==> config.mk <==
export PLATFORM = sky130hd
export DESIGN_NAME = overdischarge_sleep_control
export DESIGN_NICKNAME = d
export VERILOG_FILES = /design/src/include/odp_pkg.sv /design/src/include/odp_timer_if.sv /design/src/verilog/overdischarge_sleep_control.sv /design/src/verilog/odp_delay_timer.sv /design/src/verilog/odp_cell_compare.sv
export VERILOG_INCLUDE_DIRS = /design/src /design/src/include
export SDC_FILE = /design/constraint.sdc
export NUM_CORES = 1
export LEC_CHECK = 0
export BUFFER_PORTS_ARGS = -buffer_cell sky130_fd_sc_hd__buf_2
export CAP_MARGIN = 0
export CORE_ASPECT_RATIO = 1.75
export CORE_MARGIN = 2
export CORE_UTILIZATION = 35
export CTS_CLUSTER_SIZE = 10
export DETAILED_ROUTE_END_ITERATION = 10
export GPL_ROUTABILITY_DRIVEN = 0
export GPL_TIMING_DRIVEN = 0
export PLACE_DENSITY = 0.59
export SLEW_MARGIN = 20
export SYNTH_ARGS = -nofsm -noshare
export SYNTH_HDL_FRONTEND = slang
export SYNTH_SLANG_ARGS = --single-unit
==> constraint.sdc <==
create_clock -name ref_clk_in -period 5.8 [get_ports ref_clk_in]
set_clock_uncertainty 0.05 [all_clocks]
set_input_delay 1.16 -clock ref_clk_in [delete_from_list [all_inputs] [get_ports ref_clk_in]]
set_output_delay 1.16 -clock ref_clk_in [all_outputs]
set_load 0.01 [all_outputs]
==> src/include/odp_map.svh <==
/*
  Constants for the over-discharge and sleep control block.
  Assumes inclusion by bare name from any design or bench file.
*/
`ifndef ODP_MAP_SVH
`define ODP_MAP_SVH

// Clock period in picoseconds (200 MHz)
`define ODP_CLK_PS             64'd5000
// Detection delay with reference capacitor, in ms
`define ODP_DETECT_DELAY_MS    64'd1000
// Release time with reference capacitor, in us
`define ODP_RELEASE_TIME_US    64'd7000
// Extra internal reset time after wake, in ms
`define ODP_WAKE_EXTRA_MS      64'd200
// Cycle counts derived from the times above
`define ODP_DETECT_CYC   ((`ODP_DETECT_DELAY_MS * 64'd1000000000) / `ODP_CLK_PS)
`define ODP_RELEASE_CYC  ((`ODP_RELEASE_TIME_US * 64'd1000000) / `ODP_CLK_PS)
`define ODP_WAKE_CYC (((`ODP_DETECT_DELAY_MS + `ODP_WAKE_EXTRA_MS) * 64'd1000000000) / `ODP_CLK_PS)

// Configuration field positions
`define ODP_CFG_UV_LO          0
`define ODP_CFG_UV_HI          1
`define ODP_CFG_CE_LO          2
`define ODP_CFG_CE_HI          3
`define ODP_CFG_CHK_DIS        4
// Control field positions
`define ODP_CTL_DFET           0
`define ODP_CTL_CFET           1
`define ODP_CTL_SLEEP          2

// Reset values
`define ODP_CFG_RESET          8'h00
`define ODP_CTL_RESET          8'h00

`endif

==> src/include/odp_pkg.sv <==
/*
  Types for the over-discharge and sleep control block.
  Assumes nothing beyond a SystemVerilog compiler.
*/
package odp_pkg;
  typedef enum logic [4:0] {
    ST_NORMAL  = 5'b00001,
    ST_SLEEP   = 5'b00010,
    ST_WAKE    = 5'b00100,
    ST_LOCKED  = 5'b01000,
    ST_RECOVER = 5'b10000
  } mode_e;
  typedef logic [1:0] sel_t;
endpackage

==> src/include/odp_timer_if.sv <==
/*
  Carrier between the controller and its delay timer.
  Assumes one clock shared by both ends.
*/
`timescale 1ns/10ps
interface odp_timer_if;
  logic        start;
  logic        clear;
  logic [1:0]  sel;
  logic        done;
  modport ctrl  (output start, output clear, output sel, input done);
  modport timer (input start, input clear, input sel, output done);
endinterface

==> src/verilog/overdischarge_sleep_control.sv <==
/*
  Over-discharge protection and sleep control for a four-cell protection device.
  Assumes cell voltages as 8-bit codes, supply comparator level and host writes
  already decoded into strobes; all inputs synchronous to ref_clk_in.
*/
// Summary of operation
// - Cell under threshold past delay: discharge off
// - Protection also turns charge off, enters sleep unless supply above return threshold
// - Two-bit field selects under-voltage threshold
// - Wake, charge on, release time, discharge on
// - Detect and release delays from one capacitor
// - Host sleep bit also enters sleep unless supply above return threshold
// - Asleep: both FETs off, regulator off
// - Asleep: FET control bits ignored
// - Asleep: host transfers have no effect
// - Supply at return threshold wakes device
// - Wake check: cell below charge-enable locks FETs
// - Two-bit field selects charge-enable voltage
// - Check-disable bit acts as zero threshold
// - No sleep while supply above return threshold
// - Charge FET off until host writes one
// - Discharge FET off until host writes one
// - Wake reset delay; FET writes then ignored
`timescale 1ns/10ps
`include "odp_map.svh"
module overdischarge_sleep_control #(
  parameter logic [39:0] DETECT_CYC  = 40'(`ODP_DETECT_CYC),
  parameter logic [39:0] RELEASE_CYC = 40'(`ODP_RELEASE_CYC),
  parameter logic [39:0] WAKE_CYC    = 40'(`ODP_WAKE_CYC),
  parameter logic [31:0] UV_TABLE    = 32'h40383028,
  parameter logic [31:0] UVR_TABLE   = 32'h48403830,
  parameter logic [31:0] CE_TABLE    = 32'h20181008
) (
  input  wire logic        ref_clk_in,
  input  wire logic        reset_n_in,
  input  wire logic [31:0] cell_volt_in,
  input  wire logic        supply_above_return_in,
  input  wire logic        config_write_cmd_in,
  input  wire logic [7:0]  config_data_in,
  input  wire logic        control_write_cmd_in,
  input  wire logic [7:0]  control_data_in,
  output logic             discharge_fet_drive_out,
  output logic             charge_fet_drive_out,
  output logic             regulator_output_out,
  output logic             spi_enable_out,
  output logic             sleeping_out,
  output logic             protect_active_out,
  output logic             charge_locked_out,
  output logic [7:0]       config_out
);
  odp_pkg::mode_e mode_r;
  odp_pkg::mode_e mode_nxt;
  logic [7:0]     config_r;
  logic           dfet_on_r;
  logic           cfet_on_r;
  logic           protect_r;
  logic           any_under;
  logic           all_above_n;
  logic           any_below_ce;
  logic           ce_check_on;
  logic           host_ok;
  logic           sleep_req;
  logic           go_sleep;
  logic           tmr_start;
  logic [1:0]     tmr_sel;
  logic           awake;
  logic           cfet_window;
  logic           dfet_window;
  logic           cfet_wr;
  logic           dfet_wr;
  logic           protect_trip;
  logic           release_done;
  odp_pkg::sel_t  uv_sel;
  odp_pkg::sel_t  ce_sel;

  // Mode decodes shared by write gating and output registers
  function automatic logic is_awake(input odp_pkg::mode_e m);
    is_awake = (m != odp_pkg::ST_SLEEP);
  endfunction

  function automatic logic charge_allowed(input odp_pkg::mode_e m);
    charge_allowed = (m == odp_pkg::ST_NORMAL) || (m == odp_pkg::ST_RECOVER);
  endfunction

  // Drive pins are active low: high keeps the FET off
  function automatic logic drive_level(input logic on, input logic window);
    drive_level = !(on && window);
  endfunction

  odp_timer_if tif ();

  odp_delay_timer #(
    .DETECT_CYC  (DETECT_CYC),
    .RELEASE_CYC (RELEASE_CYC),
    .WAKE_CYC    (WAKE_CYC)
  ) u_timer (
    .ref_clk_in (ref_clk_in),
    .reset_n_in (reset_n_in),
    .tmr        (tif.timer)
  );

  odp_cell_compare u_uv (
    .cells_in      (cell_volt_in),
    .thresh_tbl_in (UV_TABLE),
    .sel_in        (uv_sel),
    .above_in      (1'b0),
    .any_out       (any_under)
  );

  // Any cell not strictly above release threshold
  odp_cell_compare u_uvr (
    .cells_in      (cell_volt_in),
    .thresh_tbl_in (UVR_TABLE),
    .sel_in        (uv_sel),
    .above_in      (1'b1),
    .any_out       (all_above_n)
  );

  odp_cell_compare u_ce (
    .cells_in      (cell_volt_in),
    .thresh_tbl_in (CE_TABLE),
    .sel_in        (ce_sel),
    .above_in      (1'b0),
    .any_out       (any_below_ce)
  );

  // Disabled check behaves as a zero threshold
  assign ce_check_on = !config_r[`ODP_CFG_CHK_DIS];

  // Host writes only take effect when awake
  assign host_ok = awake;
  assign sleep_req = control_write_cmd_in && host_ok &&
                     control_data_in[`ODP_CTL_SLEEP];
  // Supply above return threshold blocks every entry to sleep
  assign go_sleep = !supply_above_return_in;

  assign uv_sel      = {config_r[`ODP_CFG_UV_HI], config_r[`ODP_CFG_UV_LO]};
  assign ce_sel      = {config_r[`ODP_CFG_CE_HI], config_r[`ODP_CFG_CE_LO]};
  assign awake       = is_awake(mode_r);
  assign cfet_window = charge_allowed(mode_r);
  assign dfet_window = (mode_r == odp_pkg::ST_NORMAL);
  assign cfet_wr     = control_write_cmd_in && cfet_window;
  assign dfet_wr     = control_write_cmd_in && dfet_window;
  // Timeout trips protection even when sleep is refused
  assign protect_trip = (mode_r == odp_pkg::ST_NORMAL) && tif.done;
  assign release_done = (mode_r == odp_pkg::ST_RECOVER) && (mode_nxt == odp_pkg::ST_NORMAL);

  always_comb begin
    tmr_start = 1'b0;
    tmr_sel   = 2'h0;
    case (mode_r)
      odp_pkg::ST_NORMAL: begin
        tmr_start = any_under;
        tmr_sel   = 2'h0;
      end
      odp_pkg::ST_WAKE: begin
        tmr_start = 1'b1;
        tmr_sel   = 2'h2;
      end
      odp_pkg::ST_RECOVER: begin
        // Release timer only runs once charge FET is on
        tmr_start = cfet_on_r && !all_above_n;
        tmr_sel   = 2'h1;
      end
      default: begin
        tmr_start = 1'b0;
        tmr_sel   = 2'h0;
      end
    endcase
  end

  assign tif.start = tmr_start;
  assign tif.sel   = tmr_sel;
  assign tif.clear = (mode_r != mode_nxt);

  always_comb begin
    mode_nxt = mode_r;
    case (mode_r)
      odp_pkg::ST_NORMAL: begin
        if ((tif.done || sleep_req) && go_sleep) begin
          mode_nxt = odp_pkg::ST_SLEEP;
        end else if (tif.done) begin
          // Sleep refused: protect without it
          mode_nxt = odp_pkg::ST_RECOVER;
        end
      end
      odp_pkg::ST_SLEEP: begin
        if (supply_above_return_in) begin
          mode_nxt = odp_pkg::ST_WAKE;
        end
      end
      odp_pkg::ST_WAKE: begin
        if (tif.done) begin
          if (ce_check_on && any_below_ce) begin
            mode_nxt = odp_pkg::ST_LOCKED;
          end else if (protect_r) begin
            mode_nxt = odp_pkg::ST_RECOVER;
          end else begin
            mode_nxt = odp_pkg::ST_NORMAL;
          end
        end
      end
      odp_pkg::ST_LOCKED: begin
        if (sleep_req && go_sleep) begin
          mode_nxt = odp_pkg::ST_SLEEP;
        end else if (!ce_check_on || !any_below_ce) begin
          mode_nxt = protect_r ? odp_pkg::ST_RECOVER : odp_pkg::ST_NORMAL;
        end
      end
      odp_pkg::ST_RECOVER: begin
        if (sleep_req && go_sleep) begin
          mode_nxt = odp_pkg::ST_SLEEP;
        end else if (tif.done) begin
          mode_nxt = odp_pkg::ST_NORMAL;
        end
      end
      default: mode_nxt = odp_pkg::ST_SLEEP;
    endcase
  end

  always_ff @(posedge ref_clk_in) begin
    if (!reset_n_in) begin
      // Reset behaves as a wake: full delay before FET writes
      mode_r <= odp_pkg::ST_WAKE;
    end else begin
      mode_r <= mode_nxt;
    end
  end

  // Latched at trip, cleared once release completes
  always_ff @(posedge ref_clk_in) begin
    if (!reset_n_in) begin
      protect_r <= 1'b0;
    end else if (protect_trip) begin
      protect_r <= 1'b1;
    end else if (release_done) begin
      protect_r <= 1'b0;
    end
  end

  // Configuration persists through sleep, as in nonvolatile storage
  always_ff @(posedge ref_clk_in) begin
    if (!reset_n_in) begin
      config_r <= `ODP_CFG_RESET;
    end else if (config_write_cmd_in && host_ok) begin
      config_r <= config_data_in;
    end
  end

  // FET enables cleared on sleep entry so wake starts with both off
  always_ff @(posedge ref_clk_in) begin
    if (!reset_n_in) begin
      cfet_on_r <= 1'b0;
    end else if (mode_nxt == odp_pkg::ST_SLEEP || protect_trip) begin
      cfet_on_r <= 1'b0;
    end else if (cfet_wr) begin
      cfet_on_r <= control_data_in[`ODP_CTL_CFET];
    end
  end

  // Discharge stays off until release has completed
  always_ff @(posedge ref_clk_in) begin
    if (!reset_n_in) begin
      dfet_on_r <= 1'b0;
    end else if (mode_nxt == odp_pkg::ST_SLEEP || protect_trip || !dfet_window) begin
      dfet_on_r <= 1'b0;
    end else if (dfet_wr) begin
      dfet_on_r <= control_data_in[`ODP_CTL_DFET];
    end
  end

  // Discharge only ever on in normal mode
  always_ff @(posedge ref_clk_in) begin
    if (!reset_n_in) begin
      discharge_fet_drive_out <= 1'b1;
    end else begin
      discharge_fet_drive_out <= drive_level(dfet_on_r, dfet_window);
    end
  end

  // Charge may also be on while recovering
  always_ff @(posedge ref_clk_in) begin
    if (!reset_n_in) begin
      charge_fet_drive_out <= 1'b1;
    end else begin
      charge_fet_drive_out <= drive_level(cfet_on_r, cfet_window);
    end
  end

  // Regulator dropped only in sleep
  always_ff @(posedge ref_clk_in) begin
    if (!reset_n_in) begin
      regulator_output_out <= 1'b1;
    end else begin
      regulator_output_out <= awake;
    end
  end

  // Port answers only while awake
  always_ff @(posedge ref_clk_in) begin
    if (!reset_n_in) begin
      spi_enable_out <= 1'b1;
    end else begin
      spi_enable_out <= awake;
    end
  end

  // Sleep flag for the host side
  always_ff @(posedge ref_clk_in) begin
    if (!reset_n_in) begin
      sleeping_out <= 1'b0;
    end else begin
      sleeping_out <= !awake;
    end
  end

  // Protection latch made visible
  always_ff @(posedge ref_clk_in) begin
    if (!reset_n_in) begin
      protect_active_out <= 1'b0;
    end else begin
      protect_active_out <= protect_r;
    end
  end

  // Wake check refused the FETs
  always_ff @(posedge ref_clk_in) begin
    if (!reset_n_in) begin
      charge_locked_out <= 1'b0;
    end else begin
      charge_locked_out <= (mode_r == odp_pkg::ST_LOCKED);
    end
  end

  // Read-back of stored configuration
  always_ff @(posedge ref_clk_in) begin
    if (!reset_n_in) begin
      config_out <= `ODP_CFG_RESET;
    end else begin
      config_out <= config_r;
    end
  end
endmodule

==> src/verilog/odp_delay_timer.sv <==
/*
  Delay timer standing in for the capacitor-set detection, release and wake delays.
  Assumes the controller holds start high for as long as the condition lasts.
*/
`timescale 1ns/10ps
`include "odp_map.svh"
module odp_delay_timer #(
  parameter logic [39:0] DETECT_CYC  = 40'(`ODP_DETECT_CYC),
  parameter logic [39:0] RELEASE_CYC = 40'(`ODP_RELEASE_CYC),
  parameter logic [39:0] WAKE_CYC    = 40'(`ODP_WAKE_CYC)
) (
  input  wire logic  ref_clk_in,
  input  wire logic  reset_n_in,
  odp_timer_if.timer tmr
);
  logic [39:0] count_r;
  logic [39:0] limit;

  function automatic logic [39:0] pick_limit(input logic [1:0] s);
    case (s)
      2'h1:    pick_limit = RELEASE_CYC;
      2'h2:    pick_limit = WAKE_CYC;
      default: pick_limit = DETECT_CYC;
    endcase
  endfunction

  assign limit = pick_limit(tmr.sel);
  assign tmr.done = tmr.start && (count_r >= limit - 40'h1);

  // Restarts whenever the condition drops, so a brief recovery cancels the delay
  always_ff @(posedge ref_clk_in) begin
    if (!reset_n_in || tmr.clear || !tmr.start) begin
      count_r <= 40'h0;
    end else if (!tmr.done) begin
      count_r <= count_r + 40'h1;
    end
  end
endmodule

==> src/verilog/odp_cell_compare.sv <==
/*
  Per-cell comparison of digitised cell voltages against selected thresholds.
  Assumes cell codes arrive as synchronous 8-bit values.
*/
`timescale 1ns/10ps
module odp_cell_compare (
  input  wire logic [31:0] cells_in,
  input  wire logic [31:0] thresh_tbl_in,
  input  wire logic [1:0]  sel_in,
  input  wire logic        above_in,
  output logic             any_out
);
  logic [3:0] hit;
  logic [7:0] th;
  assign th = thresh_tbl_in[sel_in*8 +: 8];
  genvar i;
  generate
    for (i = 0; i < 4; i++) begin : g_cell
      assign hit[i] = above_in ? (cells_in[i*8 +: 8] <= th) : (cells_in[i*8 +: 8] < th);
    end
  endgenerate
  assign any_out = |hit;
endmodule

---- Yosys cells after proc, flatten, opt, wreduce, memory -nomap -nowiden ----
Index checks and enable logic that the tools add are counted.
word-level totals
  register bits ........................... 70
  logic and storage cells ................. 96
  output and inout bits ................... 15
operators by class
  shift operators ......................... 3
  bitwise logic cells ..................... 1
  reductions and logical operators ........ 37
  eq/ne operators ......................... 11
  mux-type cells .......................... 16
  add/sub/neg operators ................... 2
  magnitude comparators ................... 13
operators with widths
  cell                                                        number
  variable part select 32 x 6 -> 8 bit, first input constant  3
  less-than comparator 8 bit                                  8
  one-hot mux 28 bit (2 select lines)                         1
  2-to-1 mux 5 bit                                            10
  adder 40 x 1 -> 40 bit, second input constant               1
  >= comparator 40 bit                                        1
  less-or-equal comparator 8 bit                              4
  subtractor 28 x 1 -> 29 bit, second input constant          1
  one-hot mux 5 bit (5 select lines)                          1
  logical AND 1 bit                                           14
  OR reduction 4 bit                                          3
  equality test 5 x 1 -> 1 bit, second input constant         2
  equality test 5 x 2 -> 1 bit, second input constant         2
  zero test 1 bit                                             10
  logical OR 1 bit                                            7
  equality test 5 x 3 -> 1 bit, second input constant         1
  equality test 5 x 4 -> 1 bit, second input constant         1
  equality test 5 bit, second input constant                  1
  != test 5 x 2 -> 1 bit, second input constant               1
  != test 5 bit                                               1
  one-hot mux 2 bit (2 select lines)                          1
  OR reduction 2 bit                                          2
  one-hot mux 1 bit (3 select lines)                          1
  equality test 2 x 1 -> 1 bit, second input constant         1
  4 further kinds                                             5

---- Depth between registers and ports, before layout ----
Gate-level depths: netlist of run 1.
  depth in word-level cells ............... 15
  mapped depth ............................ 17

---- By module ----
From an unflattened synthesis of run 1, not the netlist that was laid out.
unflattened totals
  cell total of the unflattened synthesis .. 723
  area, all modules ....................... 6503.7 sq um
modules (own cells, without submodules)
  module                        times used  sequential area each (sq um)  area an instance (sq um)  cells each
  odp_delay_timer               1           800.8                         2279.7                    253
  odp_cell_compare at u_uv ...  2           0.0                           930.9                     100
  overdischarge_sleep_control   1           600.6                         1441.4                    168
  odp_cell_compare at u_ce      1           0.0                           920.9                     102

---- Least setup slack after synthesis of run 1 ----
No wires, ideal clock.
  path kind ............................... register -> register
  start point ............................. register mode_r[1]
  end point ............................... register u_timer.count_r[23]
  clock period less this slack ............ 3.698 ns
  arrival time ............................ 3.578 ns
  path slack .............................. 2.102 ns
  library setup time ...................... 0.070 ns
  cell stages (with the launch flop) ...... 17
  cells stage by stage .................... dfxtp_1 > or3_1 > or3b_1 > buf_4 > inv_1 > ha_1 > inv_1 > ha_1 > a211o_1 > a21oi_1 > nor2_1 > o311a_1 > o22a_1 > buf_6 > buf_6 > or4_1 > a21oi_1
on the way
  word-level cells in the longest chain between the ends .. 14
  elaborated cells between the ends (all ways) .. 32
ends and longest elaborated chain
  element                                                              line                                                                    source
  from (decl)                                                          overdischarge_sleep_control.sv:51                                       odp_pkg::mode_e mode_r;
  from (signal assigned)                                               overdischarge_sleep_control.sv:224                                      mode_r <= odp_pkg::ST_WAKE;
  from (signal assigned)                                               overdischarge_sleep_control.sv:226                                      mode_r <= mode_nxt;
  equality test 5 bit or equality test 5 x 3 -> 1 bit (tied branches)  overdischarge_sleep_control.sv:151, overdischarge_sleep_control.sv:178
  one-hot mux 2 bit (2 select lines)                                   overdischarge_sleep_control.sv:151                                      case (mode_r)
  equality test 2 bit or equality test 2 x 1 -> 1 bit (tied branches)  odp_delay_timer.sv:20                                                   case (s)
  one-hot mux 28 bit (2 select lines)                                  odp_delay_timer.sv:20
  subtractor 28 x 1 -> 29 bit                                          odp_delay_timer.sv:28                                                   assign tmr.done = tmr.start && (count_r >= limit - 40'h1);
  >= comparator 40 bit                                                 odp_delay_timer.sv:28
  logical AND 1 bit                                                    odp_delay_timer.sv:28
  logical OR 1 bit                                                     overdischarge_sleep_control.sv:180                                      if ((tif.done || sleep_req) && go_sleep) begin
  logical AND 1 bit                                                    overdischarge_sleep_control.sv:180
  2-to-1 mux 5 bit                                                     overdischarge_sleep_control.sv:180
  one-hot mux 5 bit (5 select lines)                                   overdischarge_sleep_control.sv:178                                      case (mode_r)
  != test 5 bit                                                        overdischarge_sleep_control.sv:174                                      assign tif.clear = (mode_r != mode_nxt);
  logical OR 1 bit (2 in a row)                                        odp_delay_timer.sv:32                                                   if (!reset_n_in || tmr.clear || !tmr.start) begin
  to (signal assigned)                                                 odp_delay_timer.sv:35                                                   count_r <= count_r + 40'h1;
  to (decl)                                                            odp_delay_timer.sv:16                                                   logic [39:0] count_r;
Parallel ways exist; a longest one is shown, timed or not.
A chain may end at the register's enable or synchronous reset.

---- Final worst setup path of run 1 ----
  start point ............................. register mode_r[2]
  end point ............................... register u_timer.count_r[26]
The elaborated chain is that of the path after synthesis.

==> reports/results.txt, run 1 <==
Reg-to-Reg Start: mode_r[2]
Core outline area: 12800 um2
Crit path arrival time: 4.38 ns
Final worst path period share: 71.7%
Total GRT Usage: 18.5%
Postcts setup bufs: 0
WL per Instance: 16.6 um
Yosys top cell by area: dfxtp_1
Post-synth EDFFs: 0
Final setup vio count: 0
Most common cell after layout, fill and taps aside: ha_1
Maxcap violations: 0
Critical Path End Type: flop
#FFs+latches synth: 70
Filler instances: 1335
Cells on worst reg2reg path: 14
Vias per inst: 5.41
Peak supply drop: 0.165 mV
H-tree Lvls: 3
CP Depth: 14
Sum Neg Setup Slack: 0 ns
Initial antenna violation count: 0
Worst Path Buf+Inv: 4
Critical Path Start: mode_r[2]
Synthesized instance count: 511
Startpoint Class: flop
Fin crit period: 4.16 ns
Seq/Total Area, Yosys: 30.8%
Power per Cell Area: 338 nW/um2
Fmax: 240 MHz
Final core utilization: 42.3%
Resized cells post-CTS: 0
Clock latency on the worst-skew pair: 0.34 ns
Tightest Pin Transition: 0.746 ns
Total congestion overflow: 0
Syn avg cell area: 8.91 um2
Max-slew violations: 0
DRT antenna net count: 0
Initial core utilization: 35.6%
Crit path kind: reg2reg
DRT iter0 DRCs: 177
Dominant synthesized flop cell: dfxtp_1
TritonCTS buffer count: 9
DIE HEIGHT: 155 um
RR Endpoint: u_timer.count_r[26]
Vias in the first global route: 4153
Commonest non-fill, non-tap cells in the layout: ha_1 (73), dfxtp_1 (70), buf_2 (63), a21oi_1 (38), o21ai_0 (28)
Final Hold Viols: 0
Ys Warns: 0
PortBufs: 62
I/O Pins: 68
RSZ-0062 raised after global routing: no
Distinct cells, synth: 55
Critical path required time: 6.02 ns
Worst hold-check path type: reg2reg
Status: finished, final reports clean
CP max-delay cell: ha_1
Area contributors post-synth: dfxtp_1 (31%), ha_1 (20%), a21oi_1 (4.2%)
Clock tree buffer depth: 2
Max FO, Critical Path: 10
Row count: 55
Hold Buf Count CTS: 0
CP Capture Point: u_timer.count_r[26]
1st-pass router iterations: 4
Die width: 90.2 um
Nets@finish: 720
DR DRC count: 0
Leak: 2.29 nW
Max incr delay on CP: 0.58 ns
Synthesis-to-layout area growth: 18.9%
Clock sink total: 70
Share of layout cells above drive strength 1: 16.4%
Slew HR: 49.7%
Worst hold slack: 0.356 ns
Cell Chain, Critical Path: clkbuf_2 > nor3_1 > nand3b_1 > ha_1 > inv_1 > ha_1 > a21o_1 > a21o_1 > a211o_1 > o22a_1 > buf_6 > buf_6 > or4_1 > a21oi_1
Synth top area share: 30.8%
Post-Synthesis Cell Area: 4550 um2
Placement Setup Slack: 1.66 ns
Die Area: 14000 um2
Largest net degree at the start of global routing: 14
Top Family by Delay on Critical Path: simple AND/OR/NAND/NOR gates
First-pass GRT wire length: 20500 um
Wirelength, routed: 12800 um
Flop2flop setup slack: 1.64 ns
Setup WS post-layout: 1.64 ns
Routed via count: 4163
CTS root buffer: clkbuf_16
Ys async rst share: 0%
# diodes: 0
DP Wirelength: 10200 um
Clock-pin slew on the worst setup and hold paths: 0.06 ns
CTS tree: built
-- logic make-up (layout without fill, tap and decap cells) --
family	Yosys count	after routing	share of synthesized area, %
compound gates	126	126	17.3
flops	70	70	30.8
mux	12	12	2.69
simple gates	185	185	23.8
other cells	1	11	0.0824
buf+inv	42	120	4.84
fa+ha+maj	73	73	20.1
xor+xnor	2	2	0.385
-- Yosys cell counts, drive strengths merged (5+ instances only) --
cell	number
a21o	7
a21oi	38
and2	13
and3	8
buf	13
clkbuf	8
dfxtp	70
ha	73
inv	21
mux2i	10
nand2	26
nand2b	7
nand3	17
nand4	7
nand4b	5
nor2	16
nor2b	9
nor3	14
nor4	18
o21a	6
o21ai	28
o31ai	15
or3	17
or4	15
-- final cells by class --
type | count | area (um2) | area share, %
clock inverters | 6 | 70.1 | 1.29
flip-flops and latches | 70 | 1400 | 25.9
inverters | 21 | 78.8 | 1.46
clock buffers | 10 | 229 | 4.23
well taps | 171 | 214 | 3.95
multi-input cells | 409 | 2970 | 54.8
repair buffers | 62 | 310 | 5.73
plain buffers | 21 | 141 | 2.61
-- worst min path at each step --
stage	startpoint	end	slack (ns)	depth (start not counted)
after detailed placement	dfet_on_r	discharge_fet_drive_out	0.34	1
after global routing	dfet_on_r	discharge_fet_drive_out	0.37	1
final	dfet_on_r	discharge_fet_drive_out	0.36	1
after floorplan	dfet_on_r	discharge_fet_drive_out	0.32	1
after global placement	dfet_on_r	discharge_fet_drive_out	0.33	1
after CTS	dfet_on_r	discharge_fet_drive_out	0.36	1
-- flip-flops by register name, indices dropped and copies added (netlist names), 5 cells and up --
signal and flops:
config_out 8, mode_r 5, u_timer.count_r 40, config_r 8
-- stage by stage --
step / instance area [um2] / total power, mW / std cells
floorplan: 4590 / 1.04 / 521
global placement: 5110 / 1.26 / 754
detailed placement: 5110 / 1.28 / 754
CTS: 5410 / 1.84 / 770
global route: 5410 / 1.93 / 770
finish: 5410 / 1.83 / 770
-- routing by layer --
metal	global-route usage (%)	wire, um
met5	0	0
met4	8.50	312
met3	3.44	411
met2	37.2	7360
met1	17.8	4730
-- power breakdown --
part	switching (mW)	total, mW	internal (mW)
registers	0.0256	0.536	0.510
clock network	0.223	0.559	0.336
logic	0.446	0.733	0.287
Note: power is estimated with default switching activity, not from simulation.
==> run 2, diff against run 1 <==
--- a/config.mk
+++ b/config.mk
@@ -15,7 +15,7 @@
 export DETAILED_ROUTE_END_ITERATION = 10
 export GPL_ROUTABILITY_DRIVEN = 0
 export GPL_TIMING_DRIVEN = 0
-export PLACE_DENSITY = 0.59
+export PLACE_DENSITY = 0.61
 export SLEW_MARGIN = 20
 export SYNTH_ARGS = -nofsm -noshare
 export SYNTH_HDL_FRONTEND = slang
==> constraint.sdc (replaced) <==
create_clock -name ref_clk_in -period 3.65 [get_ports ref_clk_in]
set_clock_uncertainty 0.05 [all_clocks]
set_input_delay 0.73 -clock ref_clk_in [delete_from_list [all_inputs] [get_ports ref_clk_in]]
set_output_delay 0.73 -clock ref_clk_in [all_outputs]
set_load 0.01 [all_outputs]
==> run 2 against run 1 <==
  * The run now ends with negative setup slack left
  * Non-clock buffer count grew 15
  * Global-route usage rose by 0.53 points
  * Clock-buffer cell count stayed put
  * Setup slack got worse by 1.7 ns
  * Critical path depth unchanged
  * Largest cell class unchanged
  * Highest routed layer unchanged
  * First-iteration DRC count down 24%
  * Maximum frequency is 11% higher
  * Cell area is 7.1% higher
==> reports/results.txt, run 2 (same netlist as run 1, synthesis figures left out) <==
Met3 Usage GRT: 3.20% (-0.24 points)
Vias per inst: 5.47 (+1.2%)
Met1 GRT Util: 17.3% (-0.53 points)
RSZ-0062 raised after global routing: yes
Status: complete, but fails checks
Top reg by flops: u_timer.count_r
DRT iter0 DRCs: 135 (-24%)
Fin crit period: 3.74 ns (-0.413 ns)
TritonCTS buffer count: 9 (unchanged)
Largest net degree at the start of global routing: 14 (unchanged)
Crit path arrival time: 3.93 ns (-0.45 ns)
WL per Instance: 16.7 um (+0.49%)
I/O Pins: 68 (unchanged)
Final core utilization: 45.3% (+3.0 points)
First-pass GRT wire length: 20900 um (+2.2%)
Filler instances: 1320 (-1.1%)
Die Area: 14000 um2 (unchanged)
DP Wirelength: 10400 um (+1.7%)
Tightest Pin Transition: 0.578 ns (-0.168 ns)
Slew HR: 61.5% (+12 points)
Routed via count: 4296 (+3.2%)
Worst hold-check path type: reg2reg
Initial antenna violation count: 0 (unchanged)
Finished Layout Cells: 785 (+1.9%)
Top Usage Layer GRT: met2
Vias in the first global route: 4353 (+4.8%)
PortBufs: 62 (unchanged)
Critical path required time: 3.84 ns (-2.18 ns)
Setup WS post-layout: -0.0948 ns (-1.74 ns)
Row count: 55 (unchanged)
Max-slew violations: 0 (unchanged)
# diodes: 0 (unchanged)
Clock tree buffer depth: 2 (unchanged)
Die width: 90.2 um (unchanged)
Critical Path End Type: flop
Biggest regs: u_timer.count_r: 40 flops, config_out: 8 flops, config_r: 8 flops
Clock-pin slew on the worst setup and hold paths: 0.06 ns (about the same)
Final setup vio count: 32 (+32)
Commonest non-fill, non-tap cells in the layout: dfxtp_1 (67), ha_1 (66), buf_2 (62), a21oi_1 (27), o21ai_0 (27)
H-tree Lvls: 3 (unchanged)
Final Hold Viols: 0 (unchanged)
Maxcap violations: 0 (unchanged)
Leak: 2.40 nW (+4.6%)
Wirelength, routed: 13100 um (+2.4%)
DR DRC count: 0 (unchanged)
Largest register FFs: 40 (unchanged)
Failing checks: negative setup slack
CTS tree: built
CTS root buffer: clkbuf_16
Clock latency on the worst-skew pair: 0.34 ns (about the same)
Total congestion overflow: 0 (unchanged)
Share of layout cells above drive strength 1: 25.2% (+8.9 points)
Worst hold slack: 0.386 ns (+0.0297 ns)
Peak supply drop: 0.303 mV (+84%)
Final worst path period share: 103% (+31 points)
DIE HEIGHT: 155 um (unchanged)
Nets@finish: 735 (+2.1%)
Max FO, Critical Path: 10 (unchanged)
Core outline area: 12800 um2 (unchanged)
Synthesis-to-layout area growth: 27.4%
Startpoint Class: flop
Power per Cell Area: 555 nW/um2 (+64%)
Reg area: 1410 um2 (+0.45%)
Crit path kind: reg2reg
Clock sink total: 70 (unchanged)
DRT antenna net count: 0 (unchanged)
Multi-input combinational cell area: 3200 um2 (+7.6%)
Initial core utilization: 35.6% (unchanged)
Most common cell after layout, fill and taps aside: dfxtp_1
Fmax: 267 MHz (+11%)
Grt met2 use: 37.2% (unchanged)
Inst Count DP: 754 (unchanged)
1st-pass router iterations: 4 (unchanged)
Total GRT Usage: 19.0% (+0.53 points)
-- run 2: final timing paths --
path | start | end | slack (ns) | cells past startpoint
hold / removal | dfet_on_r | discharge_fet_drive_out | 0.39 | 1
hold reg to reg | dfet_on_r | discharge_fet_drive_out | 0.39 | 1
setup / recovery | mode_r[0] | u_timer.count_r[0] | -0.09 | 14
setup reg to reg | mode_r[0] | u_timer.count_r[0] | -0.09 | 14
-- run 2: repair_timing --
item,CTS,global route
hold buffers,0,0
endpoints found under the setup margin,36,36
gates resized for setup,29,20
pin swaps,12,5
setup buffers,14,1
-- run 2: worst max-delay path: stages, from the launching register on --
cell and delay (ns):
dfxtp_2 0.33, or3_4 0.38, or3b_1 0.37, buf_6 0.15
ha_4 0.32, inv_4 0.07, ha_4 0.26, nand4b_1 0.15
nor4_2 0.37, o311a_1 0.27, o22a_1 0.15, buf_6 0.13
buf_8 0.14, mux2_4 0.31, nor4_2 0.17
-- run 2: area by class of cell --
class | instances | area share, %
Clock inverter | 6 | 1.16
Buffer | 21 | 2.93
Timing Repair Buffer | 77 | 7.29
Clock buffer | 10 | 4.12
Inverter | 21 | 1.45
Sequential cell | 70 | 24.3
Multi-Input combinational cell | 409 | 55.1
Tap cell | 171 | 3.69
-- run 2: routing by layer --
layer  vias to the layer above  wire [um]
met3                        46        470
met1                      2008       4430
met2                       123       7390
met4                         0        840
met5                         -          0
li1                       2119          -
-- run 2: metrics by stage --
stage | setup TNS (ns) | total power, mW | area, um2 | setup WS [ns]
floorplan | 0 | 1.69 | 4620 | 0.0127
detailed placement | -14.35 | 2.07 | 5150 | -0.467
global placement | -12.36 | 2.04 | 5150 | -0.430
CTS | -0.421 | 3.18 | 5700 | -0.0667
global route | -6.53 | 3.40 | 5800 | -0.289
finish | -1.65 | 3.22 | 5800 | -0.0948
-- run 2: power breakdown --
| group | switching [mW] | total [mW] | internal (mW) |
|---|---|---|---|
| logic | 0.822 | 1.47 | 0.651 |
| registers | 0.0387 | 0.851 | 0.813 |
| clock network | 0.345 | 0.895 | 0.551 |
